`src/afc_cfg.svh`:
```
// Address map, field positions and timing figures of the FIFO host controller
`ifndef AFC_CFG_SVH
`define AFC_CFG_SVH

// ----------------------------------------------------------------------------
// Register offsets (byte addresses, one word each)
// ----------------------------------------------------------------------------
`define AFC_OFF_CMD      8'h00
`define AFC_OFF_CFG      8'h04
`define AFC_OFF_WDATA    8'h08
`define AFC_OFF_RDATA    8'h0C
`define AFC_OFF_STATUS   8'h10

// ----------------------------------------------------------------------------
// Field positions
// ----------------------------------------------------------------------------
`define AFC_CMD_PUSH     0
`define AFC_CMD_POP      1
`define AFC_CMD_INIT     2
`define AFC_CMD_REPLAY   3
`define AFC_CFG_LEAD     0
`define AFC_CFG_DEPTH    1
`define AFC_ST_BUSY      0
`define AFC_ST_FULL      1
`define AFC_ST_EMPTY     2
`define AFC_ST_HALF      3
`define AFC_ST_RVALID    4
`define AFC_ST_REFUSED   5
`define AFC_ST_INITED    6

// ----------------------------------------------------------------------------
// Reset values
// ----------------------------------------------------------------------------
`define AFC_WORD_W       9
`define AFC_CFG_RST      2'h0
`define AFC_WDATA_RST    9'h000

// ----------------------------------------------------------------------------
// Timing figures in ns and the clock rate
// ----------------------------------------------------------------------------
`define AFC_CLK_MHZ      10
`define AFC_T_STROBE_NS  15
`define AFC_T_RECOVER_NS 10
`define AFC_T_INIT_NS    25
`define AFC_T_RINIT_NS   15
// Least time in ns to whole cycles, never below one
`define AFC_CYC(ns) ((((ns) * `AFC_CLK_MHZ + 999) / 1000) < 1 ? 1 : (((ns) * `AFC_CLK_MHZ + 999) / 1000))

`endif

```
`src/afc_pkg.sv`:
```
// Types shared by the FIFO host controller files
package afc_pkg;

   // ----------------------------------------------------------------------------
   // Operation in progress
   // ----------------------------------------------------------------------------
   typedef enum logic [2:0] {
      AFC_OP_IDLE   = 3'b000,
      AFC_OP_INIT   = 3'b001,
      AFC_OP_PUSH   = 3'b010,
      AFC_OP_POP    = 3'b011,
      AFC_OP_REPLAY = 3'b100
   } afc_op_t;

   // ----------------------------------------------------------------------------
   // Pins driven toward the buffer device
   // ----------------------------------------------------------------------------
   typedef struct packed {
      logic       init_n;
      logic       push_pulse_n;
      logic       take_pulse_n;
      logic       replay_pulse_n;
      logic       lead_device_select;
      logic [8:0] data_in_bus;
   } afc_dev_out_t;

   // ----------------------------------------------------------------------------
   // Status word fields
   // ----------------------------------------------------------------------------
   typedef struct packed {
      logic inited;
      logic refused;
      logic rvalid;
      logic half;
      logic empty;
      logic full;
      logic busy;
   } afc_status_t;

endpackage

```
`src/afc_host.sv`:
```
// Host controller that drives an asynchronous ring FIFO through its pins
//
// Our own choices: the APB slave port and the register addresses.
`timescale 1ns/1ns
`include "afc_cfg.svh"

module afc_host
   import afc_pkg::*;
#(
   parameter int NDEV   = 1,
   parameter int ADDR_W = 8
) (
   input  wire logic              sys_clk,
   input  wire logic              reset_n,
   input  wire logic              ce,
   input  wire logic              psel,
   input  wire logic              penable,
   input  wire logic              pwrite,
   input  wire logic [ADDR_W-1:0] paddr,
   input  wire logic [31:0]       pwdata,
   output logic [31:0]            prdata,
   output logic                   pready,
   output logic                   pslverr,
   input  wire logic [NDEV-1:0]   full_ind_n,
   input  wire logic [NDEV-1:0]   empty_ind_n,
   input  wire logic              half_ind_n,
   input  wire logic [8:0]        data_out_bus,
   output afc_dev_out_t           dev_out
);

   // ----------------------------------------------------------------------------
   // Strobe timing in cycles
   // ----------------------------------------------------------------------------
   localparam int STB_CYC   = `AFC_CYC(`AFC_T_STROBE_NS);
   localparam int REC_CYC   = `AFC_CYC(`AFC_T_RECOVER_NS);
   localparam int INIT_CYC  = `AFC_CYC(`AFC_T_INIT_NS);
   localparam int RINIT_CYC = `AFC_CYC(`AFC_T_RINIT_NS);

   afc_op_t                op_q;
   afc_op_t                op_d;
   logic [1:0]             cfg_q;
   logic [`AFC_WORD_W-1:0] wdata_q;
   logic [`AFC_WORD_W-1:0] push_data_q;
   logic [`AFC_WORD_W-1:0] rdata_q;
   logic                   rvalid_q;
   logic                   refused_q;
   logic                   inited_q;
   logic [31:0]            prdata_q;

   // ----------------------------------------------------------------------------
   // Bus decode
   // ----------------------------------------------------------------------------
   wire setup_ph  = psel & ~penable;
   wire access_ph = psel & penable;
   wire sel_cmd   = (paddr == ADDR_W'(`AFC_OFF_CMD));
   wire sel_cfg   = (paddr == ADDR_W'(`AFC_OFF_CFG));
   wire sel_wdata = (paddr == ADDR_W'(`AFC_OFF_WDATA));
   wire sel_rdata = (paddr == ADDR_W'(`AFC_OFF_RDATA));
   wire sel_stat  = (paddr == ADDR_W'(`AFC_OFF_STATUS));
   wire mapped    = sel_cmd | sel_cfg | sel_wdata | sel_rdata | sel_stat;
   wire wr_ok     = access_ph & pwrite & mapped;
   wire rd_ok     = access_ph & ~pwrite & mapped;

   // ----------------------------------------------------------------------------
   // Device flags seen by the host
   // ----------------------------------------------------------------------------
   wire full_any   = ~&full_ind_n;
   wire empty_any  = ~&empty_ind_n;
   wire depth_mode = cfg_q[`AFC_CFG_DEPTH];
   wire half_seen  = ~depth_mode & ~half_ind_n;

   // ----------------------------------------------------------------------------
   // Strobe generators
   // ----------------------------------------------------------------------------
   logic push_n;
   logic push_busy;
   logic take_n;
   logic take_last;
   logic take_busy;
   logic init_n;
   logic init_busy;
   logic replay_n;
   logic replay_busy;

   wire busy = (op_q != AFC_OP_IDLE) | push_busy | take_busy | init_busy | replay_busy;

   // Command decode and acceptance
   wire cmd_wr     = wr_ok & sel_cmd;
   wire req_push   = cmd_wr & pwdata[`AFC_CMD_PUSH];
   wire req_pop    = cmd_wr & pwdata[`AFC_CMD_POP];
   wire req_init   = cmd_wr & pwdata[`AFC_CMD_INIT];
   wire req_replay = cmd_wr & pwdata[`AFC_CMD_REPLAY];
   wire go_init    = req_init & ~busy;
   wire go_push    = req_push & ~req_init & ~busy & inited_q & ~full_any;
   wire go_pop     = req_pop & ~req_init & ~req_push & ~busy & inited_q
                     & ~empty_any;
   wire go_replay  = req_replay & ~req_init & ~req_push & ~req_pop & ~busy
                     & inited_q & ~depth_mode;
   wire any_req    = req_push | req_pop | req_init | req_replay;
   wire refuse     = any_req & ~(go_init | go_push | go_pop | go_replay);

   // Push strobe, data held from before fall to after rise
   afc_pulse #(
      .LOW_CYC  (STB_CYC),
      .HIGH_CYC (REC_CYC)
   ) u_push (
      .sys_clk  (sys_clk),
      .reset_n  (reset_n),
      .ce       (ce),
      .start    (op_q == AFC_OP_PUSH),
      .strobe_n (push_n),
      .last_low (),
      .busy     (push_busy)
   );

   // Pop strobe, word sampled in its last low cycle
   afc_pulse #(
      .LOW_CYC  (STB_CYC),
      .HIGH_CYC (REC_CYC)
   ) u_take (
      .sys_clk  (sys_clk),
      .reset_n  (reset_n),
      .ce       (ce),
      .start    (op_q == AFC_OP_POP),
      .strobe_n (take_n),
      .last_low (take_last),
      .busy     (take_busy)
   );

   // Initialise pulse, strobes stay high through recovery
   afc_pulse #(
      .LOW_CYC  (INIT_CYC),
      .HIGH_CYC (RINIT_CYC)
   ) u_init (
      .sys_clk  (sys_clk),
      .reset_n  (reset_n),
      .ce       (ce),
      .start    (op_q == AFC_OP_INIT),
      .strobe_n (init_n),
      .last_low (),
      .busy     (init_busy)
   );

   // Replay pulse, read pointer only
   afc_pulse #(
      .LOW_CYC  (STB_CYC),
      .HIGH_CYC (REC_CYC)
   ) u_replay (
      .sys_clk  (sys_clk),
      .reset_n  (reset_n),
      .ce       (ce),
      .start    (op_q == AFC_OP_REPLAY),
      .strobe_n (replay_n),
      .last_low (),
      .busy     (replay_busy)
   );

   // ----------------------------------------------------------------------------
   // Operation launch: one cycle of op, then the strobe runs alone
   // ----------------------------------------------------------------------------
   always_comb begin
      op_d = AFC_OP_IDLE;
      if (go_init) begin
         op_d = AFC_OP_INIT;
      end else if (go_push) begin
         op_d = AFC_OP_PUSH;
      end else if (go_pop) begin
         op_d = AFC_OP_POP;
      end else if (go_replay) begin
         op_d = AFC_OP_REPLAY;
      end
   end

   // Operation and word registers
   always_ff @(posedge sys_clk or negedge reset_n) begin
      if (!reset_n) begin
         op_q        <= AFC_OP_IDLE;
         push_data_q <= `AFC_WDATA_RST;
         rdata_q     <= `AFC_WDATA_RST;
      end else if (ce) begin
         op_q <= op_d;
         if (go_push) begin
            push_data_q <= wdata_q;
         end
         if (take_last) begin
            rdata_q <= data_out_bus;
         end
      end
   end

   // ----------------------------------------------------------------------------
   // Software registers
   // ----------------------------------------------------------------------------
   wire clr_rvalid  = rd_ok & sel_rdata;
   wire clr_refused = wr_ok & sel_stat & pwdata[`AFC_ST_REFUSED];

   // Configuration and write word
   always_ff @(posedge sys_clk or negedge reset_n) begin
      if (!reset_n) begin
         cfg_q   <= `AFC_CFG_RST;
         wdata_q <= `AFC_WDATA_RST;
      end else if (ce) begin
         if (wr_ok & sel_cfg & ~busy) begin
            cfg_q <= pwdata[1:0];
         end
         if (wr_ok & sel_wdata) begin
            wdata_q <= pwdata[`AFC_WORD_W-1:0];
         end
      end
   end

   // ----------------------------------------------------------------------------
   // Initialise tracking: pending from acceptance until the strobe has recovered
   // ----------------------------------------------------------------------------
   logic init_pend_q;
   logic init_pend_d;
   wire  init_done = init_pend_q & (op_q == AFC_OP_IDLE) & ~init_busy;

   // Pending flag, set on acceptance and cleared once recovery ends
   assign init_pend_d = go_init | (init_pend_q & ~init_done);

   // Pending flag flop
   always_ff @(posedge sys_clk or negedge reset_n) begin
      if (!reset_n) begin
         init_pend_q <= 1'b0;
      end else if (ce) begin
         init_pend_q <= init_pend_d;
      end
   end

   // Sticky flags, set wins over clear except for inited, where a new initialise clears it
   always_ff @(posedge sys_clk or negedge reset_n) begin
      if (!reset_n) begin
         rvalid_q  <= 1'b0;
         refused_q <= 1'b0;
         inited_q  <= 1'b0;
      end else if (ce) begin
         rvalid_q  <= take_last | (rvalid_q & ~clr_rvalid);
         refused_q <= refuse | (refused_q & ~clr_refused);
         if (go_init) begin
            inited_q <= 1'b0;
         end else if (init_done) begin
            inited_q <= 1'b1;
         end
      end
   end

   // ----------------------------------------------------------------------------
   // Read data path
   // ----------------------------------------------------------------------------
   afc_status_t stat;
   assign stat.inited  = inited_q;
   assign stat.refused = refused_q;
   assign stat.rvalid  = rvalid_q;
   assign stat.half    = half_seen;
   assign stat.empty   = empty_any;
   assign stat.full    = full_any;
   assign stat.busy    = busy;

   wire [31:0] rd_mux = sel_cfg   ? {30'h0, cfg_q} :
                        sel_wdata ? {23'h0, wdata_q} :
                        sel_rdata ? {23'h0, rdata_q} :
                        sel_stat  ? {25'h0, stat} : 32'h0;

   // Read word captured in the setup cycle
   always_ff @(posedge sys_clk or negedge reset_n) begin
      if (!reset_n) begin
         prdata_q <= 32'h0;
      end else if (ce && setup_ph) begin
         prdata_q <= rd_mux;
      end
   end

   assign prdata  = prdata_q;
   assign pready  = 1'b1;
   assign pslverr = access_ph & ~mapped;

   // ----------------------------------------------------------------------------
   // Pins toward the device
   // ----------------------------------------------------------------------------
   assign dev_out.init_n             = init_n;
   assign dev_out.push_pulse_n       = push_n;
   assign dev_out.take_pulse_n       = take_n;
   assign dev_out.replay_pulse_n     = replay_n;
   assign dev_out.lead_device_select = cfg_q[`AFC_CFG_LEAD];
   assign dev_out.data_in_bus        = push_data_q;

endmodule // afc_host

```
`src/afc_pulse.sv`:
```
// Low-going strobe generator with a held-high recovery phase
`timescale 1ns/1ns
module afc_pulse #(
   parameter int LOW_CYC  = 1,
   parameter int HIGH_CYC = 1
) (
   input  wire logic sys_clk,
   input  wire logic reset_n,
   input  wire logic ce,
   input  wire logic start,
   output logic      strobe_n,
   output logic      last_low,
   output logic      busy
);

   localparam int CW = 8;

   logic          low_q;
   logic          low_d;
   logic          rec_q;
   logic          rec_d;
   logic [CW-1:0] cnt_q;
   logic [CW-1:0] cnt_d;
   logic          cnt_end;

   // ----------------------------------------------------------------------------
   // Phase sequencing
   // ----------------------------------------------------------------------------
   assign cnt_end  = (cnt_q == '0);
   assign last_low = low_q & cnt_end;
   assign busy     = low_q | rec_q;
   assign low_d    = start & ~busy ? 1'b1 : (low_q & ~cnt_end);
   assign rec_d    = last_low ? 1'b1 : (rec_q & ~cnt_end);
   assign cnt_d    = (start & ~busy) ? CW'(LOW_CYC - 1) :
                     last_low        ? CW'(HIGH_CYC - 1) :
                     (busy & ~cnt_end) ? cnt_q - 1'b1 : cnt_q;

   // Phase and counter flops
   always_ff @(posedge sys_clk or negedge reset_n) begin
      if (!reset_n) begin
         low_q    <= 1'b0;
         rec_q    <= 1'b0;
         cnt_q    <= '0;
         strobe_n <= 1'b1;
      end else if (ce) begin
         low_q    <= low_d;
         rec_q    <= rec_d;
         cnt_q    <= cnt_d;
         strobe_n <= ~low_d;
      end
   end

endmodule // afc_pulse

```
`config.mk`:
```
export PLATFORM = sky130hd
export DESIGN_NAME = afc_host
export DESIGN_NICKNAME = d
export VERILOG_FILES = /design/src/afc_pkg.sv /design/src/afc_host.sv /design/src/afc_pulse.sv
export VERILOG_INCLUDE_DIRS = /design/src
export SDC_FILE = /design/constraint.sdc
export NUM_CORES = 1
export LEC_CHECK = 0
export BUFFER_PORTS_ARGS = -buffer_cell sky130_fd_sc_hd__buf_4
export CORE_AREA = 5 5 111 113
export CTS_CLUSTER_DIAMETER = 50
export DETAILED_ROUTE_END_ITERATION = 8
export DIE_AREA = 0 0 116 118
export GPL_TIMING_DRIVEN = 0
export PLACE_DENSITY = 0.67
export SLEW_MARGIN = 20
export SYNTH_ARGS = -nofsm -noshare
export SYNTH_HDL_FRONTEND = slang
export SYNTH_HIERARCHICAL = 1
export SYNTH_SLANG_ARGS = --single-unit
```
`constraint.sdc`:
```
create_clock -name sys_clk -period 2.37 [get_ports sys_clk]
set_input_delay 0.474 -clock sys_clk [delete_from_list [all_inputs] [get_ports sys_clk]]
set_output_delay 0.474 -clock sys_clk [all_outputs]
set_load 0.01 [all_outputs]
```
== After elaboration in Yosys (flattened, before gate mapping) ==
Cells that the tools add are included.
Cells by class
  mux-type cells: 30
  bitwise logic cells: 107
  shift-type cells: 0
  equality and inequality tests: 8
  add/subtract/negate cells: 4
  magnitude comparators: 0
  divide/modulo/power cells: 0
  $mul: 0
  reduce and logical (&&, ||, !) cells: 24
Operators by type and width (number)
  $mux W8: 12
  $and A1 B1 Y1: 61
  $logic_not A8 Y1: 5
  $sub A8 B1 Y8 const B: 4
  $mux W9: 3
  $not A1 Y1: 25
  $or A1 B1 Y1: 21
  $reduce_and A2 Y1: 9
  $eq A8 B4 Y1 const B: 2
  $reduce_bool A3 Y1: 5
  $mux W3: 4
  $mux W1: 10
  $eq A8 B3 Y1 const B: 1
  $eq A8 B5 Y1 const B: 1
  $mux W7: 1
  $eq A3 B2 Y1 const B: 2
  $eq A3 B1 Y1 const B: 1
  $eq A3 B3 Y1 const B: 1
  $logic_not A3 Y1: 1
  $logic_not A1 Y1: 2
  $reduce_bool A2 Y1: 1
  $logic_and A1 B1 Y1: 1
Storage, ports and cells
  bits in latches: 0
  memory bits (writable): 0
  ROM bits: 0
  word-level logic and storage cells: 199
  register bits: 112
  memories: 0

== Logic depth before layout (Yosys ltp) ==
Gate-level depths: netlist of the first run.
  depth after elaboration: 19
  mapped depth: 6
  mapped depth without buffers: 6

== Cells and area by module ==
Netlist of the first run, hierarchy kept.
By module, submodules not included
  afc_pulse: cells each 60, seq. area each 276.5 um^2, area each 616.8 um^2, times used 4
  afc_host: cells each 222, seq. area each 1126.1 um^2, area each 2441.1 um^2, times used 1

== Worst setup path before layout of the first run ==
OpenSTA, ideal clock, no wires.
  kind: reg2reg
  start: reg u_push.low_q
  end: reg push_data_q[0]
  path slack: 248 ps
  setup time: 125 ps
  stages on the path, launching flop included: 6
  data arrival time: 1997 ps
  cell sequence: dfrtp_1 > or2_2 > nor3_1 > nand4_2 > nor3_4 > mux2_2
Between the ends
  longest elaborated chain between the ends: 10
Ends and longest elaborated chain
  start: declaration: line afc_pulse.sv:18  | logic low_q;
  start signal: assignment: line afc_pulse.sv:46  | low_q <= low_d;
  $or A1 B1 Y1: line afc_pulse.sv:31  | assign busy = low_q | rec_q;
  net push_busy: line afc_host.sv:76  | logic push_busy;
  $or A1 B1 Y1 (4 in series): line afc_host.sv:85  | wire busy = (op_q != AFC_OP_IDLE) | push_busy | take_busy | init_busy | replay_busy;
  $not A1 Y1: line afc_host.sv:94  | wire go_push = req_push & ~req_init & ~busy & inited_q & ~full_any;
  $and A1 B1 Y1 (3 in series): line afc_host.sv:94
  $reduce_and A2 Y1 (no line)
  end signal: assignment: line afc_host.sv:178  | push_data_q <= `AFC_WDATA_RST;
  end signal: assignment: line afc_host.sv:183  | push_data_q <= wdata_q;
  end: declaration: line afc_host.sv:43  | logic [`AFC_WORD_W-1:0] push_data_q;
The timed path passes the listed nets, and every way through them passes these cells.
A chain may end at the register's enable or synchronous reset.

== Worst setup path in the final report of the first run ==
  start: reg u_push.low_q
  end: reg push_data_q[8]
Same word-level chain as after synthesis.

==> results.sh, run 1 <==
export IMPL_run_status="finished clean"
export IMPL_power_density_nw_per_um2=635
export IMPL_die_w_um=116
export IMPL_total_via_count_after_detailed_routing=3770
export IMPL_syn_mean_instance_area_um2=10.6
export IMPL_dieArea_um2=13700
export IMPL_fp_dieH_um=118
export IMPL_seq_area_um2=2230
export IMPL_endpoint_kind="register"
export IMPL_dp_hpwl_mm=7.83
export IMPL_finalHoldViolCount=0
export IMPL_gr_usage_all_layers=0.164
export IMPL_tritoncts_num_buffers=9
export IMPL_critical_path_class="reg2reg"
export IMPL_critPathLaunchType="register"
export IMPL_row_count=39
export IMPL_setup_viol=0
export IMPL_setup_worst_path_start="u_push/low_q$_DFFE_PN0P_"
export IMPL_reg2reg_from="u_push/low_q$_DFFE_PN0P_"
export IMPL_leakage_nw=2.81
export IMPL_slew_limit_headroom=0.467
export IMPL_nNetsFinal=613
export IMPL_floorplan_io_pins=106
export IMPL_timing_clock_skew_ns=0.00813
export IMPL_drt_total_wl_mm=10.7
export IMPL_wire_length_of_the_first_global_routing_pass_mm=18.3
export IMPL_critical_path_data_arrival_time_ns=2.38
export IMPL_first_global_vias=3729
export IMPL_drv_slew=0
export IMPL_hold_path_class="in2async"
export IMPL_clock_tree_htree_level_count=3
export IMPL_max_freq_ghz=0.464
export IMPL_clockBufferDepth=2
export IMPL_share_of_cells_above_drive_strength_1=0.340
export IMPL_internal_power_mw=2.71
export IMPL_power_switching_mw=1.05
export IMPL_detailedRoute_firstIterationViolations=239
export IMPL_final_cell_count_no_fill=699
export IMPL_drtAntennaViolNets=0
export IMPL_cts_num_sinks=89
export IMPL_grt_setup_unrepaired="no"
export IMPL_switching_share=0.278
export IMPL_post_route_period_util=0.909
export IMPL_syn_instance_count=459
export IMPL_post_syn_area_um2=4890
export IMPL_totalPowerFinal_mw=3.76
export IMPL_path_max_fanout=9
export IMPL_critical_path_required_ns=2.60
export IMPL_remaining_drc_errors=0
export IMPL_detailedRoute_firstPassIterationCount=4
export IMPL_timing_max_cap_violations=0
export IMPL_multi_input_comb_area_um2=2430
export IMPL_yosys_warnings=6
export IMPL_tritoncts="yes"
export IMPL_starting_density=0.435
export IMPL_r2r_end="push_data_q[8]$_DFFE_PN0P_"
export IMPL_worst_skew_pair_late_latency_ns=0.34
export IMPL_power_share_combinational=0.158
export IMPL_worst_r2r_path_depth=6
export IMPL_seq_power_share=0.458
export IMPL_final_fill_count=1054
export IMPL_final_min_clock_period_ns=2.16
export IMPL_layout_area_overhead_vs_synth_pct=21.0
export IMPL_vdd_ir_drop_max_uv=437
export IMPL_routabilityCongestion=0.827
export IMPL_count_of_buffers_inserted_at_the_top_level_ports=58
export IMPL_core_um2=11200
export IMPL_tightest_slew_ns=0.800
export IMPL_antenna_violations_before_repair=0
export IMPL_grt_max_degree=90
export IMPL_clock_power_share=0.384
export IMPL_grt_ovfl_total=0
export IMPL_clockRootBuffer="clkbuf_16"
export IMPL_worst_setup_hold_path_clk_slew_ns=0.07
export IMPL_worst_r2r_setup_slack_ns=0.21
export IMPL_wl_per_cell_um=15.3
export IMPL_cts_hold_buffers=0
export IMPL_detail_route_vias_per_cell=5.39
export IMPL_antenna_cells=0
export IMPL_dpl_cell_count=682
export IMPL_critPathCapture="push_data_q[8]$_DFFE_PN0P_"
[how the worst min path moves through the flow]
| stage | to | slack [ns] | depth (start not counted) | start |
|---|---|---|---|---|
| after floorplan | cfg_q[0]$_DFFE_PN0P_ | 0.18 | 0 | reset_n |
| after global placement | prdata[2]$_DFFE_PN0P_ | 0.46 | 2 | prdata[2]$_DFFE_PN0P_ |
| after detailed placement | prdata[5]$_DFFE_PN0P_ | 0.47 | 2 | prdata[5]$_DFFE_PN0P_ |
| after CTS | wdata_q[4]$_DFFE_PN0P_ | 0.35 | 2 | pwdata[4] |
| after global routing | u_push/cnt_q[0]$_DFFE_PN0P_ | 0.27 | 1 | reset_n |
| final | u_push/cnt_q[0]$_DFFE_PN0P_ | 0.20 | 1 | reset_n |
[layout by cell type (no fill, tap or decap), types with 5 or more instances in the layout]
cell type and instances:
a21oi_1 35, a22o_1 13, nor4_4 5, conb_1 24, buf_4 86, or2_2 5, nor2_1 27, clkbuf_16 9
nor4_2 5, mux2i_1 6, o21ai_0 28, a21o_1 5, mux2_2 39, nand2b_1 7, o31ai_1 11, nand3_1 10
nor3_1 11, clkbuf_1 6, nand2_1 35, nor3b_1 8, dfrtp_1 85, o41ai_1 7, inv_1 15
[stage by stage]
step / utilization / instance area, µm² / hold slack (ns) / setup slack, ns / TNS, ns
4_1_cts: 0.526 / 5910 / 0.351 / 0.0584 / 0
5_1_grt: 0.527 / 5910 / 0.267 / 0.106 / 0
3_3_place_gp: 0.497 / 5580 / 0.461 / -0.0260 / -0.220
3_5_place_dp: 0.497 / 5580 / 0.469 / -0.0411 / -0.300
6_report: 0.527 / 5910 / 0.199 / 0.215 / 0
2_1_floorplan: - / 4970 / 0.178 / 0.256 / 0
[state kept, by name (all words and copies together), names as in the netlist, 2 cells and up, named ones only]
signal / count
prdata: 9
u_push/cnt_q: 8
wdata_q: 9
cfg_q: 2
push_data_q: 9
u_init/cnt_q: 8
op_q: 3
rdata_q: 9
u_take/cnt_q: 8
u_replay/cnt_q: 8
[area by class of cell]
type | instances | share of cell area
Clock inverter | 7 | 0.0131
Inverter | 15 | 0.00952
Sequential cell | 89 | 0.377
Tap cell | 143 | 0.0303
Multi-Input combinational cell | 340 | 0.412
Timing Repair Buffer | 59 | 0.0776
Clock buffer | 9 | 0.0381
Buffer | 37 | 0.0423
[power by group through the flow]
stage | registers, mW | clock network [mW] | logic [mW]
6_report | 1.72 | 1.44 | 0.594
5_1_grt | 1.73 | 1.54 | 0.665
4_1_cts | 1.72 | 1.48 | 0.589
3_5_place_dp | 1.74 | 0 | 0.588
3_3_place_gp | 1.74 | 0 | 0.568
2_1_floorplan | 1.72 | 0 | 0.414
[worst max-delay path: stages (launching register included)]
cell and delay, ns:
dfrtp_1 0.45, or2_2 0.33, nor3_2 0.31, nand4_2 0.20, nor3_4 0.26, buf_12 0.16, mux2_2 0.34
[routing by layer]
layer / up-vias / wire length (µm) / global-route usage / part of all wire
li1: 1832 / - / - / -
met1: 1847 / 4790 / 0.224 / 0.45
met2: 82 / 5100 / 0.258 / 0.48
met3: 9 / 675 / 0.0463 / 0.063
met4: 0 / 104 / 0.0399 / 0.0098
met5: - / 0 / 0 / 0
[what timing repair did]
action                                  CTS  global route
pin swaps                                 1             0
buffers inserted                          1             0
endpoints found under the hold margin     0             0
endpoints found under the setup margin    9            11
resized for setup                         0             1
No activity file was read; power rests on OpenSTA's default activity.
==> run 2: changes to the inputs <==
--- a/config.mk
+++ b/config.mk
@@ -12,6 +12,7 @@
 export DETAILED_ROUTE_END_ITERATION = 8
 export DIE_AREA = 0 0 116 118
 export GPL_TIMING_DRIVEN = 0
+export HOLD_SLACK_MARGIN = 0.1
 export PLACE_DENSITY = 0.67
 export SLEW_MARGIN = 20
 export SYNTH_ARGS = -nofsm -noshare
==> constraint.sdc (replaced) <==
create_clock -name sys_clk -period 2.2 [get_ports sys_clk]
set_input_delay 0.44 -clock sys_clk [delete_from_list [all_inputs] [get_ports sys_clk]]
set_output_delay 0.44 -clock sys_clk [all_outputs]
set_load 0.01 [all_outputs]
==> results.sh, run 2 (synthesis gave the netlist of run 1 again) <==
export IMPL_run_status="finished clean"
export IMPL_tritoncts="yes"
export IMPL_path_max_fanout=5
export IMPL_worst_skew_pair_late_latency_ns=0.34
export IMPL_vdd_ir_drop_max_uv=470
export IMPL_cts_hold_buffers=0
export IMPL_post_route_period_util=0.976
export IMPL_tritoncts_num_buffers=9
export IMPL_critical_path_class="reg2reg"
export IMPL_floorplan_io_pins=106
export IMPL_dp_hpwl_mm=7.83
export IMPL_critPathLaunchType="register"
export IMPL_endpoint_kind="register"
export IMPL_wl_per_cell_um=15.3
export IMPL_count_of_buffers_inserted_at_the_top_level_ports=58
export IMPL_row_count=39
export IMPL_grt_use_met2=0.258
export IMPL_met3_usage=0.0463
export IMPL_timing_max_cap_violations=0
export IMPL_antenna_violations_before_repair=0
export IMPL_drtAntennaViolNets=0
export IMPL_nNetsFinal=616
export IMPL_layout_area_overhead_vs_synth_pct=21.8
export IMPL_starting_density=0.435
export IMPL_remaining_drc_errors=0
export IMPL_routabilityCongestion=0.827
export IMPL_detail_route_vias_per_cell=5.39
export IMPL_setup_viol=0
export IMPL_worst_setup_hold_path_clk_slew_ns=0.07
export IMPL_gr_usage_all_layers=0.164
export IMPL_drv_slew=0
export IMPL_wire_length_of_the_first_global_routing_pass_mm=18.3
export IMPL_antenna_cells=0
export IMPL_timing_clock_skew_ns=0.00949
export IMPL_slew_limit_headroom=0.467
export IMPL_fp_dieH_um=118
export IMPL_grt_max_degree=90
export IMPL_detailedRoute_firstPassIterationCount=4
export IMPL_leakage_nw=2.82
export IMPL_totalPowerFinal_mw=4.05
export IMPL_max_freq_ghz=0.466
export IMPL_cts_num_sinks=89
export IMPL_clockRootBuffer="clkbuf_16"
export IMPL_met1_layer_usage_reported_by_global_route=0.224
export IMPL_clock_tree_htree_level_count=3
export IMPL_grt_ovfl_total=0
export IMPL_critical_path_data_arrival_time_ns=2.37
export IMPL_drt_total_wl_mm=10.7
export IMPL_detailedRoute_firstIterationViolations=259
export IMPL_core_um2=11200
export IMPL_power_density_nw_per_um2=681
export IMPL_die_w_um=116
export IMPL_grt_busiest_layer="met2"
export IMPL_place_worst_setup_slack_ns=-0.211
export IMPL_finalHoldViolCount=0
export IMPL_tightest_slew_ns=0.800
export IMPL_finalWorstSetupSlack_ns=0.0527
export IMPL_share_of_cells_above_drive_strength_1=0.349
export IMPL_grt_setup_unrepaired="yes"
export IMPL_total_via_count_after_detailed_routing=3784
export IMPL_critical_path_required_ns=2.42
export IMPL_final_min_clock_period_ns=2.15
export IMPL_first_global_vias=3729
export IMPL_top_library_cells_by_usage_in_the_layout_fill_and_taps_aside="buf_4, dfrtp_1, mux2_2, a21oi_1, nand2_1"
export IMPL_layout_commonest_cell="buf_4"
export IMPL_dieArea_um2=13700
export IMPL_hold_path_class="in2async"
export IMPL_clockBufferDepth=2
==> run 2: stage by stage <==
stage	hold WS (ns)	utilization	setup TNS, ns	cells	cell area, µm²
floorplan	0.144	-	0	481	4970
global placement	0.461	0.497	-2.17	682	5580
detailed placement	0.469	0.497	-2.56	682	5580
CTS	0.317	0.527	0	699	5910
global route	0.233	0.530	-0.00323	702	5950
finish	0.166	0.530	0	702	5950
==> run 2: layout make-up <==
cell class	instances	area, µm²
clock buffers	9	225
flip-flops and latches	89	2230
clock inverters	7	77.6
multi-input cells	340	2450
repair buffers	62	482
fillers	1046	5270
plain buffers	37	250
inverters	15	56.3
well taps	143	179
==> run 2: metal layers <==
layer,part of all wire,vias up
met4,0.0084,0
met1,0.45,1853
met2,0.48,88
met3,0.065,7
met5,0,-
li1,-,1836
==> run 2: worst paths after layout <==
kind / end / cells past startpoint / startpoint / slack [ns]
max reg2reg: cfg_q[1]$_DFFE_PN0P_ / 6 / u_init/low_q$_DFFE_PN0P_ / 0.05
min reg2reg: prdata[2]$_DFFE_PN0P_ / 2 / prdata[2]$_DFFE_PN0P_ / 0.49
max in group asynchronous: async pin / 1 / reset_n / 1.47
max: cfg_q[1]$_DFFE_PN0P_ / 6 / u_init/low_q$_DFFE_PN0P_ / 0.05
min in group sys_clk: wdata_q[4]$_DFFE_PN0P_ / 2 / pwdata[4] / 0.33
min: u_push/cnt_q[0]$_DFFE_PN0P_ / 1 / reset_n / 0.17
==> run 2: report_power, final <==
part	total, mW	internal [mW]	switching, mW
Sequential	1.85	1.73	0.122
Clock	1.55	0.890	0.659
Combinational	0.653	0.310	0.344
Total	4.05	2.93	1.12
==> run 2: timing repair <==
| action | in CTS | in global routing |
|---|---|---|
| endpoints found under the setup margin | 11 | 11 |
| setup buffers | 1 | 3 |
| pin swaps | 1 | 4 |
| gates resized for setup | 1 | 5 |
| gates cloned | 0 | 0 |
==> run 2: critical path, stage by stage, from the launching register on <==
cell and delay, ns:
dfrtp_2 0.43, or2_4 0.27, nor4_4 0.34, buf_4 0.19, nand2_2 0.09, or3_4 0.42
mux2_4 0.30
